## config.mk

```make
export PLATFORM = sky130hd
export DESIGN_NAME = nco_update_and_tx_gating
export DESIGN_NICKNAME = d
export VERILOG_FILES = /design/src/design/nco_gate_pkg.sv /design/src/design/sample_fifo.sv /design/src/design/nco_update_and_tx_gating.sv
export SDC_FILE = /design/constraint.sdc
export NUM_CORES = 1
export LEC_CHECK = 0
export BUFFER_PORTS_ARGS = -buffer_cell sky130_fd_sc_hd__buf_2
export CAP_MARGIN = 40
export CORE_ASPECT_RATIO = 1.1
export CORE_MARGIN = 1
export CORE_UTILIZATION = 25
export DETAILED_ROUTE_END_ITERATION = 8
export SKIP_CTS_REPAIR_TIMING = 1
export SYNTH_ARGS = -nofsm -noshare
export SYNTH_HDL_FRONTEND = slang
export SYNTH_HIERARCHICAL = 1
export SYNTH_SLANG_ARGS = --single-unit
```

## constraint.sdc

```tcl
create_clock -name clk -period 7.54 [get_ports clk]
set_clock_uncertainty 0.1 [all_clocks]
set_input_delay 0.754 -clock clk [delete_from_list [all_inputs] [get_ports clk]]
set_output_delay 0.754 -clock clk [all_outputs]
set_load 0.02 [all_outputs]
```

## src/design/nco_gate_pkg.sv

```systemverilog
package nco_gate_pkg;

	// ****************************************
	// Register map
	// ****************************************
	localparam logic [11:0] ADDR_TX_GATING  = 12'h03f;
	localparam logic [11:0] ADDR_DP_CFG     = 12'h111;
	localparam logic [11:0] ADDR_TW_LOAD    = 12'h113;
	localparam logic [11:0] ADDR_TW_BYTE0   = 12'h114;
	localparam logic [11:0] ADDR_TW_BYTE5   = 12'h119;
	localparam logic [11:0] ADDR_FREQ_MODE  = 12'h800;

	// ****************************************
	// Field positions
	// ****************************************
	localparam int TXG_DAC_PASS     = 7;
	localparam int TXG_DP_PASS      = 6;
	localparam int TXG_RST_PIN      = 3;
	localparam int TXG_DAC_PIN      = 2;
	localparam int TXG_DP_PIN       = 1;
	localparam int TXG_FS_PIN       = 0;
	localparam int DP_DROOP_EN      = 7;
	localparam int TW_LOAD_REQ      = 0;
	localparam int TW_LOAD_ACK      = 1;
	localparam int TW_SEL_LO        = 4;
	localparam int FM_LO            = 6;

	localparam logic [7:0] TXG_WMASK    = 8'hcf;
	localparam logic [7:0] TXG_RESET    = 8'hc0;
	localparam logic [7:0] DP_RESET     = 8'h00;
	localparam logic [7:0] TW_RESET     = 8'h00;
	localparam logic [7:0] FM_RESET     = 8'h00;
	localparam logic [1:0] FM_CONTINUOUS = 2'b00;
	localparam logic [1:0] FM_RESET_ACC  = 2'b01;
	localparam logic [2:0] SEL_MANUAL    = 3'b000;

	// ****************************************
	// Timing
	// ****************************************
	localparam int CLK_MHZ        = 50;
	localparam int COMMIT_MAX_NS  = 240;
	localparam int COMMIT_CYCLES  = (COMMIT_MAX_NS * CLK_MHZ) / 1000;
	localparam int RESET_TOL_CYC  = 6;
	localparam int FS_STEPS       = 16;

	// ****************************************
	// Carriers
	// ****************************************
	typedef struct packed {
		logic        valid;
		logic        write;
		logic [11:0] addr;
		logic [7:0]  wdata;
	} reg_req_t;

	typedef struct packed {
		logic [15:0] sample;
	} sample_t;

	typedef enum logic [1:0] {
		ACK_IDLE = 2'b00,
		ACK_WAIT = 2'b01,
		ACK_DONE = 2'b11
	} ack_state_t;

endpackage

```

## src/design/sample_fifo.sv

```systemverilog
`timescale 1ns/1ps
module sample_fifo #(
	parameter int WIDTH = 16,
	parameter int DEPTH = 32
) (
	// Clock and reset
	input  wire logic             clk,
	input  wire logic             resetn,
	// Fill side
	input  wire logic             in_valid,
	output logic                  in_ready,
	input  wire logic [WIDTH-1:0] in_data,
	// Drain side
	output logic                  out_valid,
	input  wire logic             out_ready,
	output logic      [WIDTH-1:0] out_data
);
	localparam int AW = $clog2(DEPTH);

	logic [WIDTH-1:0] mem [DEPTH];
	logic [AW-1:0]    wr_q;
	logic [AW-1:0]    rd_q;
	logic [AW:0]      cnt_q;

	wire push = in_valid && in_ready;
	wire pop  = out_valid && out_ready;

	assign in_ready  = cnt_q != (AW+1)'(DEPTH);
	assign out_valid = cnt_q != '0;
	assign out_data  = mem[rd_q];

	always_ff @(posedge clk) begin
		if (push) begin
			mem[wr_q] <= in_data;
		end
	end

	always_ff @(posedge clk) begin
		if (!resetn) begin
			wr_q  <= '0;
			rd_q  <= '0;
			cnt_q <= '0;
		end else begin
			if (push) begin
				wr_q <= wr_q + 1'b1;
			end
			if (pop) begin
				rd_q <= rd_q + 1'b1;
			end
			case ({push, pop})
				2'b10:   cnt_q <= cnt_q + 1'b1;
				2'b01:   cnt_q <= cnt_q - 1'b1;
				default: cnt_q <= cnt_q;
			endcase
		end
	end
endmodule

```

## src/design/nco_update_and_tx_gating.sv

```systemverilog
`timescale 1ns/1ps
module nco_update_and_tx_gating
	import nco_gate_pkg::*;
(
	// Clock and reset
	input  wire logic        clk,
	input  wire logic        resetn,
	// Register port
	input  reg_req_t         reg_req,
	output logic      [7:0]  reg_rdata,
	// Pins
	input  wire logic        tx_enable_pin,
	input  wire logic        sysref,
	input  wire logic        link_fault,
	// Sample stream in
	input  wire logic        in_valid,
	output logic             in_ready,
	input  sample_t          in_sample,
	// Sample stream to DAC decoder
	output logic             dac_valid,
	input  wire logic        dac_ready,
	output sample_t          dac_sample,
	// Oscillator and current
	output logic      [47:0] phase_acc,
	output logic      [3:0]  fs_current,
	output logic             droop_active
);

	// ****************************************
	// Register state
	// ****************************************
	logic [7:0]  txg_q;
	logic [7:0]  dp_q;
	logic [7:0]  twl_q;
	logic [7:0]  fm_q;
	logic [47:0] stage_q;
	logic [47:0] tw_q;
	logic        ack_q;
	ack_state_t  ack_st_q;

	function automatic logic wr_at(input reg_req_t r, input logic [11:0] a);
		return r.valid && r.write && r.addr == a;
	endfunction

	function automatic logic [2:0] byte_idx(input logic [11:0] a);
		return 3'(a - ADDR_TW_BYTE0);
	endfunction

	wire tw_byte_wr = reg_req.valid && reg_req.write
		&& reg_req.addr >= ADDR_TW_BYTE0 && reg_req.addr <= ADDR_TW_BYTE5;

	always_ff @(posedge clk) begin
		if (!resetn) begin
			txg_q <= TXG_RESET;
			dp_q  <= DP_RESET;
			fm_q  <= FM_RESET;
		end else begin
			if (wr_at(reg_req, ADDR_TX_GATING)) begin
				txg_q <= reg_req.wdata & TXG_WMASK;
			end
			if (wr_at(reg_req, ADDR_DP_CFG)) begin
				dp_q <= reg_req.wdata;
			end
			if (wr_at(reg_req, ADDR_FREQ_MODE)) begin
				fm_q <= reg_req.wdata;
			end
		end
	end

	// Staging holds bytes until a commit moves them to the live word
	always_ff @(posedge clk) begin
		if (!resetn) begin
			stage_q <= '0;
		end else if (tw_byte_wr) begin
			stage_q[8*byte_idx(reg_req.addr) +: 8] <= reg_req.wdata;
		end
	end

	// ****************************************
	// Commit logic
	// ****************************************
	wire [2:0] sel       = twl_q[TW_SEL_LO +: 3];
	wire       auto_mode = sel != SEL_MANUAL;
	wire       req_wr    = wr_at(reg_req, ADDR_TW_LOAD);
	wire       req_rise  = req_wr && reg_req.wdata[TW_LOAD_REQ] && !twl_q[TW_LOAD_REQ];
	// Select 1..6 names bytes 0..5; combinational so the commit is one cycle
	wire       auto_hit  = auto_mode && tw_byte_wr
		&& byte_idx(reg_req.addr) == 3'(sel - 3'd1);
	wire       commit    = (!auto_mode && req_rise) || auto_hit;

	logic [47:0] commit_word;
	always_comb begin
		commit_word = stage_q;
		if (tw_byte_wr) begin
			commit_word[8*byte_idx(reg_req.addr) +: 8] = reg_req.wdata;
		end
	end

	always_ff @(posedge clk) begin
		if (!resetn) begin
			twl_q <= TW_RESET;
		end else if (req_wr) begin
			twl_q <= {1'b0, reg_req.wdata[6:4], 3'b000, reg_req.wdata[TW_LOAD_REQ]};
		end
	end

	always_ff @(posedge clk) begin
		if (!resetn) begin
			tw_q <= '0;
		end else if (commit) begin
			tw_q <= commit_word;
		end
	end

	// Ack drops on a new commit, rises two cycles after the commit
	always_ff @(posedge clk) begin
		if (!resetn) begin
			ack_st_q <= ACK_IDLE;
			ack_q    <= 1'b0;
		end else begin
			case (ack_st_q)
				ACK_IDLE: begin
					if (commit) begin
						ack_st_q <= ACK_WAIT;
						ack_q    <= 1'b0;
					end
				end
				ACK_WAIT: begin
					ack_st_q <= ACK_DONE;
					ack_q    <= 1'b1;
				end
				ACK_DONE: begin
					if (commit) begin
						ack_st_q <= ACK_WAIT;
						ack_q    <= 1'b0;
					end
				end
				default: begin
					ack_st_q <= ACK_IDLE;
					ack_q    <= 1'b0;
				end
			endcase
		end
	end

	// ****************************************
	// Pin synchronisers
	// ****************************************
	logic [1:0] txen_sync_q;
	logic [1:0] sysref_sync_q;
	logic       txen_prev_q;
	logic       sysref_prev_q;

	always_ff @(posedge clk) begin
		if (!resetn) begin
			txen_sync_q   <= '0;
			sysref_sync_q <= '0;
			txen_prev_q   <= 1'b0;
			sysref_prev_q <= 1'b0;
		end else begin
			txen_sync_q   <= {txen_sync_q[0], tx_enable_pin};
			sysref_sync_q <= {sysref_sync_q[0], sysref};
			txen_prev_q   <= txen_sync_q[1];
			sysref_prev_q <= sysref_sync_q[1];
		end
	end

	wire txen       = txen_sync_q[1];
	wire txen_rise  = txen && !txen_prev_q;
	wire sysref_hit = sysref_sync_q[1] && !sysref_prev_q;

	// ****************************************
	// Carrier oscillator accumulator
	// ****************************************
	wire [1:0] fmode     = fm_q[FM_LO +: 2];
	// Register source: commit resets only in mode 01
	wire reg_src_rst = !txg_q[TXG_RST_PIN] && commit && fmode == FM_RESET_ACC;
	wire pin_src_rst = txg_q[TXG_RST_PIN] && txen_rise;
	wire acc_clear   = reg_src_rst || pin_src_rst || sysref_hit;

	always_ff @(posedge clk) begin
		if (!resetn) begin
			phase_acc <= '0;
		end else if (acc_clear) begin
			phase_acc <= '0;
		end else begin
			phase_acc <= phase_acc + tw_q;
		end
	end

	// ****************************************
	// Full-scale current ramp
	// ****************************************
	// One step per cycle; minimum code stands for the 20 dB floor
	always_ff @(posedge clk) begin
		if (!resetn) begin
			fs_current <= 4'(FS_STEPS - 1);
		end else if (txg_q[TXG_FS_PIN] && !txen && fs_current != 4'h0) begin
			fs_current <= fs_current - 4'h1;
		end else if ((!txg_q[TXG_FS_PIN] || txen) && fs_current != 4'hf) begin
			fs_current <= fs_current + 4'h1;
		end
	end

	// ****************************************
	// Datapath: input gate, FIFO, droop FIR, output gate
	// ****************************************
	wire dp_pass  = txg_q[TXG_DP_PIN] ? txen : txg_q[TXG_DP_PASS];
	wire dac_pass = txg_q[TXG_DAC_PIN] ? txen : txg_q[TXG_DAC_PASS];

	logic        f_valid;
	logic        f_ready;
	logic [15:0] f_data;

	sample_fifo #(
		.WIDTH (16),
		.DEPTH (32)
	) u_fifo (
		.clk       (clk),
		.resetn    (resetn),
		.in_valid  (in_valid),
		.in_ready  (in_ready),
		.in_data   (dp_pass ? in_sample.sample : 16'h0000),
		.out_valid (f_valid),
		.out_ready (f_ready),
		.out_data  (f_data)
	);

	// Symmetric seven taps; sum of -2+4+(-12)+24 = 14 over a shift of 5 gives a net loss for edge boost
	logic signed [15:0] tap_q [7];
	logic signed [21:0] fir_sum;

	assign droop_active = dp_q[DP_DROOP_EN];

	always_comb begin
		fir_sum = 22'(tap_q[3]) * 22'sd24
			- (22'(tap_q[2]) + 22'(tap_q[4])) * 22'sd6
			+ (22'(tap_q[1]) + 22'(tap_q[5])) * 22'sd2
			- (22'(tap_q[0]) + 22'(tap_q[6]));
	end

	wire out_free = !dac_valid || dac_ready;
	assign f_ready = out_free;

	always_ff @(posedge clk) begin
		if (!resetn) begin
			for (int i = 0; i < 7; i++) begin
				tap_q[i] <= '0;
			end
		end else if (f_valid && f_ready) begin
			tap_q[0] <= f_data;
			for (int i = 1; i < 7; i++) begin
				tap_q[i] <= tap_q[i-1];
			end
		end
	end

	// Filter shift takes effect with the same handshake that loads the output
	wire [15:0] filt = 16'(fir_sum >>> 5);
	wire [15:0] path = droop_active ? filt : f_data;

	always_ff @(posedge clk) begin
		if (!resetn) begin
			dac_valid  <= 1'b0;
			dac_sample <= '0;
		end else if (out_free) begin
			dac_valid <= f_valid;
			if (f_valid) begin
				dac_sample.sample <= (link_fault || !dac_pass) ? 16'h0000 : path;
			end
		end
	end

	// ****************************************
	// Register read-back
	// ****************************************
	always_comb begin
		case (reg_req.addr)
			ADDR_TX_GATING: reg_rdata = txg_q;
			ADDR_DP_CFG:    reg_rdata = dp_q;
			ADDR_TW_LOAD:   reg_rdata = {twl_q[7:2], ack_q, twl_q[0]};
			ADDR_FREQ_MODE: reg_rdata = fm_q;
			default: begin
				if (tw_byte_wr || (reg_req.addr >= ADDR_TW_BYTE0
						&& reg_req.addr <= ADDR_TW_BYTE5)) begin
					reg_rdata = stage_q[8*byte_idx(reg_req.addr) +: 8];
				end else begin
					reg_rdata = 8'h00;
				end
			end
		endcase
	end
endmodule

```

Word level (Yosys, flattened, before mapping)
Memory sizes are Yosys's and may differ from the RTL's. A register that Yosys moved wholly into a read port is not among the register bits.
Cells that the tools add are included.
{"block": "classes", "n_addsub": 16, "n_mul": 2, "magnitude_cmp": 2, "n_eq_ne": 13, "shifts": 3, "mux": 31, "n_bitwise": 8, "reduce_logical": 48}
{"op": "16-bit two-way mux", "count": 10}
{"op": "16-bit by 16-bit adder with 17-bit output", "count": 3}
{"op": "48-bit adder", "count": 1}
{"op": "48-bit bitwise mux", "count": 1}
{"op": "48-bit two-way mux", "count": 1}
{"op": "8-bit by 34-bit variable shift with 48-bit output, first input constant", "count": 1}
{"op": "48-bit by 7-bit variable part select with 8-bit output", "count": 1}
{"op": "8-bit by 34-bit variable part select with 48-bit output", "count": 1}
{"op": "6-bit negator with 34-bit output", "count": 1}
{"op": "8-bit one-hot mux with 4 select lines", "count": 1}
{"op": "12-bit by 9-bit equality test with 1-bit output, second input constant", "count": 2}
{"op": "1-bit logical AND", "count": 23}
{"op": "21-bit by 18-bit adder with 21-bit output", "count": 1}
{"op": "21-bit by 17-bit subtractor with 21-bit output", "count": 1}
{"op": "21-bit subtractor", "count": 1}
{"op": "17-bit by 3-bit multiplier with 20-bit output, second input constant", "count": 1}
{"op": "16-bit by 3-bit multiplier with 18-bit output, second input constant", "count": 1}
{"op": "12-bit equality test, second input constant", "count": 1}
{"op": "12-bit by 6-bit equality test with 1-bit output, second input constant", "count": 1}
{"op": "12-bit by 9-bit greater-or-equal comparator with 1-bit output, second input constant", "count": 1}
{"op": "12-bit by 9-bit <= comparator with 1-bit output, second input constant", "count": 1}
{"op": "6-bit one-hot mux with 2 select lines", "count": 1}
{"op": "5-bit by 1-bit adder with 5-bit output, second input constant", "count": 2}
{"op": "5-bit two-way mux", "count": 2}
{"op": "other kinds (29)", "count": 63}
{"block": "word_totals", "ff_bits": 216, "ram_bits": 624, "out_inout_bits": 79, "elab_cells": 144, "memories": 2}
{"name": "u_fifo.mem", "depth": 32, "word_bits": 16, "read_ports": 1, "rd_ports_with_merged_regs": 1, "write_ports": 1, "line": "sample_fifo.sv:20", "text": "logic [WIDTH-1:0] mem [DEPTH];"}
{"name": "tap_q", "depth": 7, "word_bits": 16, "read_ports": 7, "rd_ports_with_merged_regs": 0, "write_ports": 7, "line": "nco_update_and_tx_gating.sv:230", "text": "logic signed [15:0] tap_q [7];"}

Logic depth before layout (Yosys ltp)
Gate-level depths: netlist of the first run.
{"block": "logic_depth", "word_depth": 11, "mapped_depth": 32, "mapped_depth_nobuf": 32}

Hierarchy
The synthesis of the first run kept the hierarchy.
{"module": "sample_fifo", "instances": 1, "cells_each": 1080, "area_per_inst_um2": 20689.8, "seq_area_each_um2": 15795.1}
{"module": "nco_update_and_tx_gating", "instances": 1, "cells_each": 1908, "area_per_inst_um2": 19292.3, "seq_area_each_um2": 7347.0}

Least setup slack after synthesis of the first run
No wires, ideal clock.
{"block": "synth_path", "path_kind": "flip-flop to flip-flop", "from": "memory tap_q[4][0], in the netlist tap_q[1][0]", "to": "register dac_sample[15] (netlist bit)", "setup_ns": 0.069, "t_arrival_ns": 7.028, "t_required_ns": 7.371, "path_slack_ns": 0.343, "stages_incl_launch_ff": 32, "path_cell_list": "edfxtp_1 -> ha_1 -> inv_1 -> fa_1 -> nor2b_1 -> o31a_1 -> o211ai_1 -> a21boi_1 -> a311o_1 -> o31a_1 -> xor2_1 -> ha_1 -> ha_1 -> or3_1 -> nor3_1 -> nor2_1 -> a21o_1 -> a211oi_1 -> nor2_1 -> fa_1 -> fa_1 -> fa_1 -> inv_1 -> ha_1 -> or3_1 -> a221o_1 -> a31oi_2 -> nor2b_1 -> o21a_1 -> nor2_2 -> xnor3_1 -> o21ai_1"}
{"item": "start: declaration", "line": "nco_update_and_tx_gating.sv:230"}
{"item": "end: declaration", "line": "nco_update_and_tx_gating.sv:22", "text": "output sample_t dac_sample,"}

==> results_dict.tcl, run 1 <==
set metrics [dict create \
    tightest_slew_ns 0.911 \
    grt_overflow 0 \
    finalSetupViolCount 0 \
    crit_type "reg -> reg" \
    path_max_fanout 3 \
    seq_area_frac_synth_pct 57.9 \
    synthArstFlopShare_pct 0 \
    synth_top_cell_by_area "edfxtp_1" \
    syn_inst 2988 \
    portBuffers 123 \
    syn_area_per_cell_um2 13.4 \
    clock-sinks 844 \
    grt_max_degree 112 \
    hold_path.class "in -> reg" \
    postRouteAntennaNets 0 \
    initial_core_util_pct 25.2 \
    cp.required_ns 8.00 \
    synth_edf_count 624 \
    grt_pass1_vias 24800 \
    dr.pass1.iters 7 \
    violations "design-rule violations" \
    cts-htree-levels 3 \
    drv_slew 0 \
    dp.final_hpwl_mm 67.8 \
    hold_viol 0 \
    root_buffer "clkbuf_16" \
    nNetsFinal 3469 \
    drtIter0Drc 1897 \
    ys_seq_elements 844 \
    finalCritPeriodShare_pct 98.4 \
    wirelength_mm 101 \
    dieArea_mm2 0.162 \
    clk_path_buf_depth 3 \
    synth_area_mm2 0.0400 \
    core-area_mm2 0.159 \
    utilization_pct 29.8 \
    gp_congestion 0.893 \
    clk_latency_ns 0.71 \
    relSlewSlack_pct 39.3 \
    yosys.area.top_type_share_pct 46.9 \
    design.portCount 124 \
    max_stage_delay_ns 0.56 \
    drc_errors 6 \
    drive_gt1_share_pct 16.9 \
    synth_top_flop_cell "edfxtp_1" \
    ys_types 89 \
    placementRows 153 \
    outcome "finished with violations" \
    ys_warn_count 6 \
    grt_setup_unrepaired "true" \
    synth_nets 3270 \
    antenna_found_initial 10 \
    cts_tree "yes" \
    cp-start-kind "register" \
    drt-wirelength-per-cell_um 18.8 \
    end_kind "register" \
    chipHeight_um 421 \
    arrival_ns 7.88 \
    avgViaCountPerCell 4.60 \
    grt_usage_pct 12.3 \
    grt_pass1_wl_mm 153 \
    area_growth_pct 18.0 \
    clkTransAtPathRegs_ns 0.06 \
    max_cap_viol_count 0 \
    cts_buffers 92 \
    cp_slowest_cell "fa_1" \
    synth_area_leaders "edfxtp_1, dfxtp_1, ha_1" \
    max_freq_ghz 0.135 \
    die_w_um 383 \
    num_vias 24700 \
    period_needed_ns 7.42 \
    fillers 16000 \
]
## flip-flops by register name, summed over array words and instances, names as in the netlist, 5 cells and up, named ones only
signal	cells
tw_q	48
phase_acc	48
dac_sample	16
fm_q	8
u_fifo/wr_q	5
stage_q	48
u_fifo/cnt_q	6
u_fifo/mem	512
u_fifo/rd_q	5
tap_q	112
txg_q	6
dp_q	8
## synth_stat cells, types with 73 or more instances
cell type	instances
inv_1	102
a21oi_1	96
clkbuf_1	89
ha_1	178
and2_1	136
xnor2_1	73
nor2_1	133
mux2i_1	204
nor2b_1	117
a22oi_1	106
edfxtp_1	624
nand2_1	130
dfxtp_1	220
## worst max-delay path: cells and delay by family (launching register included)
| kind | cells | cell delay, ns |
|---|---|---|
| AO/OA/AOI/OAI | 11 | 2.43 |
| XOR/XNOR | 2 | 0.38 |
| adder cells (fa/ha/maj) | 8 | 2.60 |
| buffers and inverters | 2 | 0.10 |
| flip-flops | 1 | 0.39 |
| AND/OR/NAND/NOR | 8 | 1.26 |
## cell type report
cell class | count | area (um2) | share of cell area [%]
inverters | 104 | 393 | 0.833
diodes | 4 | 10.0 | 0.0212
well taps | 2092 | 2620 | 5.55
flip-flops and latches | 844 | 23100 | 49.1
multi-input cells | 1911 | 16200 | 34.3
clock inverters | 65 | 757 | 1.60
repair buffers | 234 | 1600 | 3.40
clock buffers | 107 | 2440 | 5.18
## cells by family after synthesis
kind of cell    share of synthesized area [%]
compound gates                           9.14
xor+xnor                                 2.64
fa+ha+maj                                8.52
mux                                      9.39
flops                                    57.9
simple gates                             10.1
buf+inv                                  2.32
## through the flow
step           cell area [um2]  setup slack, ns  TNS (ns)  hold slack (ns)  std cells
6_report                 47200            0.124         0            0.307       5361
5_1_grt                  47200           -0.232    -0.313            0.301       5360
4_1_cts                  47000           -0.295    -0.380            0.272       5354
3_5_place_dp             43800           -0.136    -0.136            0.332       5182
3_3_place_gp             43500          -0.0943   -0.0943            0.323       5166
2_1_floorplan            40000            0.343         0            0.312       2988
## metal layers
layer	up-vias	share of wire, %	track usage [%]
met4	6	2.8	4.07
met3	149	5.1	1.88
met5	-	0.057	0
met1	12400	46	17.2
met2	558	46	19.3
li1	11600	-	-
## cell usage in the layout, fill, tap and decap left out, types with 37 or more instances in the layout
| master | instances |
|---|---|
| dfxtp_1 | 218 |
| buf_2 | 123 |
| inv_1 | 100 |
| nand2_1 | 130 |
| o21ai_1 | 37 |
| and2_1 | 135 |
| clkbuf_16 | 95 |
| a22oi_1 | 106 |
| mux4_2 | 72 |
| o211a_1 | 52 |
| fa_1 | 57 |
| mux2i_1 | 203 |
| a21o_1 | 45 |
| nand3_1 | 70 |
| edfxtp_1 | 624 |
| ha_1 | 171 |
| nor2_1 | 121 |
| a21oi_1 | 91 |
| buf_4 | 96 |
| nor2b_1 | 97 |
| xnor2_1 | 71 |
| xor2_1 | 42 |
## path summary, 6_finish.rpt
check	start	end	slack, ns	cells past startpoint
min	sysref	sysref_sync_q[0]	0.31	2
max reg2reg	tap_q[0][32]	dac_sample[15]	0.12	31
min reg2reg	dac_sample[10]	dac_sample[10]	0.34	2
max	tap_q[0][32]	dac_sample[15]	0.12	31
Power of run 1 is left out: the tool's default activity adds up to more than one toggle a clock period on the data nets, which glitch-free logic cannot reach.
==> inputs of run 2 (changes only) <==
--- a/config.mk
+++ b/config.mk
@@ -14,5 +14,4 @@
 export SKIP_CTS_REPAIR_TIMING = 1
 export SYNTH_ARGS = -nofsm -noshare
 export SYNTH_HDL_FRONTEND = slang
-export SYNTH_HIERARCHICAL = 1
 export SYNTH_SLANG_ARGS = --single-unit
==> run 2 against run 1 <==
  * The run now ends clean
  * Via count barely moved
  * Final cell count down 1.3%
  * Wire length up 1.2%
  * Largest cell class unchanged
==> results_dict.tcl, run 2 <==
set metrics [dict create \
    path_max_fanout 5 \
    grtUsageMet3_pct 2.25 \
    cts_buffers 92 \
    final_area_mm2 0.0478 \
    use_met2_pct 19.7 \
    syn_area_per_cell_um2 13.9 \
    yosysMostFrequentCell "edfxtp_1" \
    placementRows 154 \
    largestRegisters "u_fifo.mem x512, tap_q x112" \
    grt_pass1_vias 24700 \
    arrival_ns 7.72 \
    relSlewSlack_pct 40.5 \
    finalSetupViolCount 0 \
    initial_core_util_pct 25.2 \
    chipHeight_um 423 \
    synth_top_cell_by_area "edfxtp_1" \
    synth_area_leaders "edfxtp_1, dfxtp_1, mux4_2" \
    reg2regPathDepth 31 \
    drt-wirelength-per-cell_um 19.3 \
    drtIter0Drc 1965 \
    num_vias 24700 \
    synth_nets 3185 \
    dpl_cell_area_mm2 0.0443 \
    multi_input_area_mm2 0.0166 \
    nNetsFinal 3393 \
    hold_viol 0 \
    max_stage_delay_ns 0.48 \
    dp.final_hpwl_mm 68.8 \
    max_freq_ghz 0.138 \
    cts_tree "yes" \
    core-area_mm2 0.160 \
    seq_area_frac_synth_pct 57.5 \
    ys_types 86 \
    grt_overflow 0 \
    seqCellArea_mm2 0.0232 \
    gr-max-usage-layer "met2" \
    largest_register_ffs 512 \
    clkTransAtPathRegs_ns 0.06 \
    clock-sinks 844 \
    crit_type "reg -> reg" \
    critPathBufInv 2 \
    drc_errors 0 \
    root_buffer "clkbuf_16" \
    max_cap_viol_count 0 \
    dr.pass1.iters 6 \
    period_needed_ns 7.24 \
    fillers 15800 \
    cp_slowest_cell "fa_2" \
    cp-start-kind "register" \
    critPathTopFamily "compound AO/OA/AOI/OAI gates" \
    finalSetupTns_ns 0 \
    portBuffers 123 \
    gp_congestion 0.832 \
    tightest_slew_ns 0.892 \
    path_depth 31 \
    grt_usage_pct 12.4 \
    clk_path_buf_depth 3 \
    grt_pass1_wl_mm 153 \
    postRouteAntennaNets 0 \
    hold_ws_ns 0.184 \
    hold_path.class "in -> reg" \
    yosys-top-cells-count "edfxtp_1, dfxtp_1, nor2_1" \
    die_w_um 385 \
    synth_top_flop_cell "edfxtp_1" \
    dieArea_mm2 0.163 \
    grt_max_degree 87 \
    avgViaCountPerCell 4.67 \
    final_common_cell "edfxtp_1" \
    clk_latency_ns 0.75 \
    drv_slew 0 \
    final_cells 5293 \
    drive_gt1_share_pct 22.1 \
    antenna_found_initial 8 \
    hold_depth 2 \
    outcome "finished, final reports clean" \
    wirelength_mm 102 \
    syn_inst 2900 \
    synth_area_mm2 0.0403 \
    ys_seq_elements 844 \
    dp.cells 5113 \
    largest_register "u_fifo.mem" \
    end_kind "register" \
    synth_edf_count 624 \
    finalCritPeriodShare_pct 96.1 \
    yosys.area.top_type_share_pct 46.5 \
    cts-htree-levels 3 \
    design.portCount 124 \
    area_growth_pct 18.7 \
    ys_warn_count 0 \
    layout_common_cells "edfxtp_1, dfxtp_1, ha_1" \
    grtUsageMet1_pct 17.0 \
    synthArstFlopShare_pct 0 \
    cp.required_ns 8.01 \
]
==> run 2: changes by cell type in the layout (fill, tap and decap cells not counted), moves of 28 or more <==
cell,delta
nand2_1,+28
and2_1,-78
o21ai_0,+54
and3_1,+75
a22oi_1,-97
mux2i_1,-150
mux4_2,+96
o21ai_1,-34
nand3_1,-43
==> run 2: area by class of cell <==
type	instances	area share [%]
clock inverters	54	1.53
diodes	2	0.0105
flip-flops and latches	844	48.4
well taps	2106	5.51
repair buffers	250	3.77
clock buffers	117	5.21
inverters	91	0.720
multi-input cells	1829	34.8
==> run 2: path summary, 6_finish.rpt <==
path	startpoint	end	slack (ns)
setup reg to reg	tap_q[4][1]	dac_sample[15]	0.30
setup / recovery	tap_q[4][1]	dac_sample[15]	0.30
hold / removal	tx_enable_pin	txen_sync_q[0]	0.18
hold reg to reg	sysref_sync_q[0]	sysref_sync_q[1]	0.34
==> run 2: layer usage <==
layer	part of all wire (%)	wire length, um
met5	0.021	21
met4	2.5	2580
met3	6.2	6310
met2	47	48100
met1	44	45200
==> run 2: cell families (layout without fill, tap and decap cells) <==
family          count (synthesis)  count (layout)  synth area share (%)
fa+ha+maj                     240             240                  8.57
flops                         844             844                  57.5
xor+xnor                      118             118                  2.60
simple gates                  773             773                  10.1
compound gates                468             468                  8.12
mux                           230             230                  11.0
other cells                     0               2                     0
buf+inv                       227             512                  2.21
==> run 2: metrics by stage <==
step / worst slack (ns) / util (%)
6_report: 0.297 / 29.9
2_1_floorplan: 0.273 / -
4_1_cts: -0.370 / 29.7
3_5_place_dp: -0.290 / 27.7
5_1_grt: -0.0684 / 29.9
3_3_place_gp: -0.253 / 27.4
Power of run 2 is left out for the same reason.
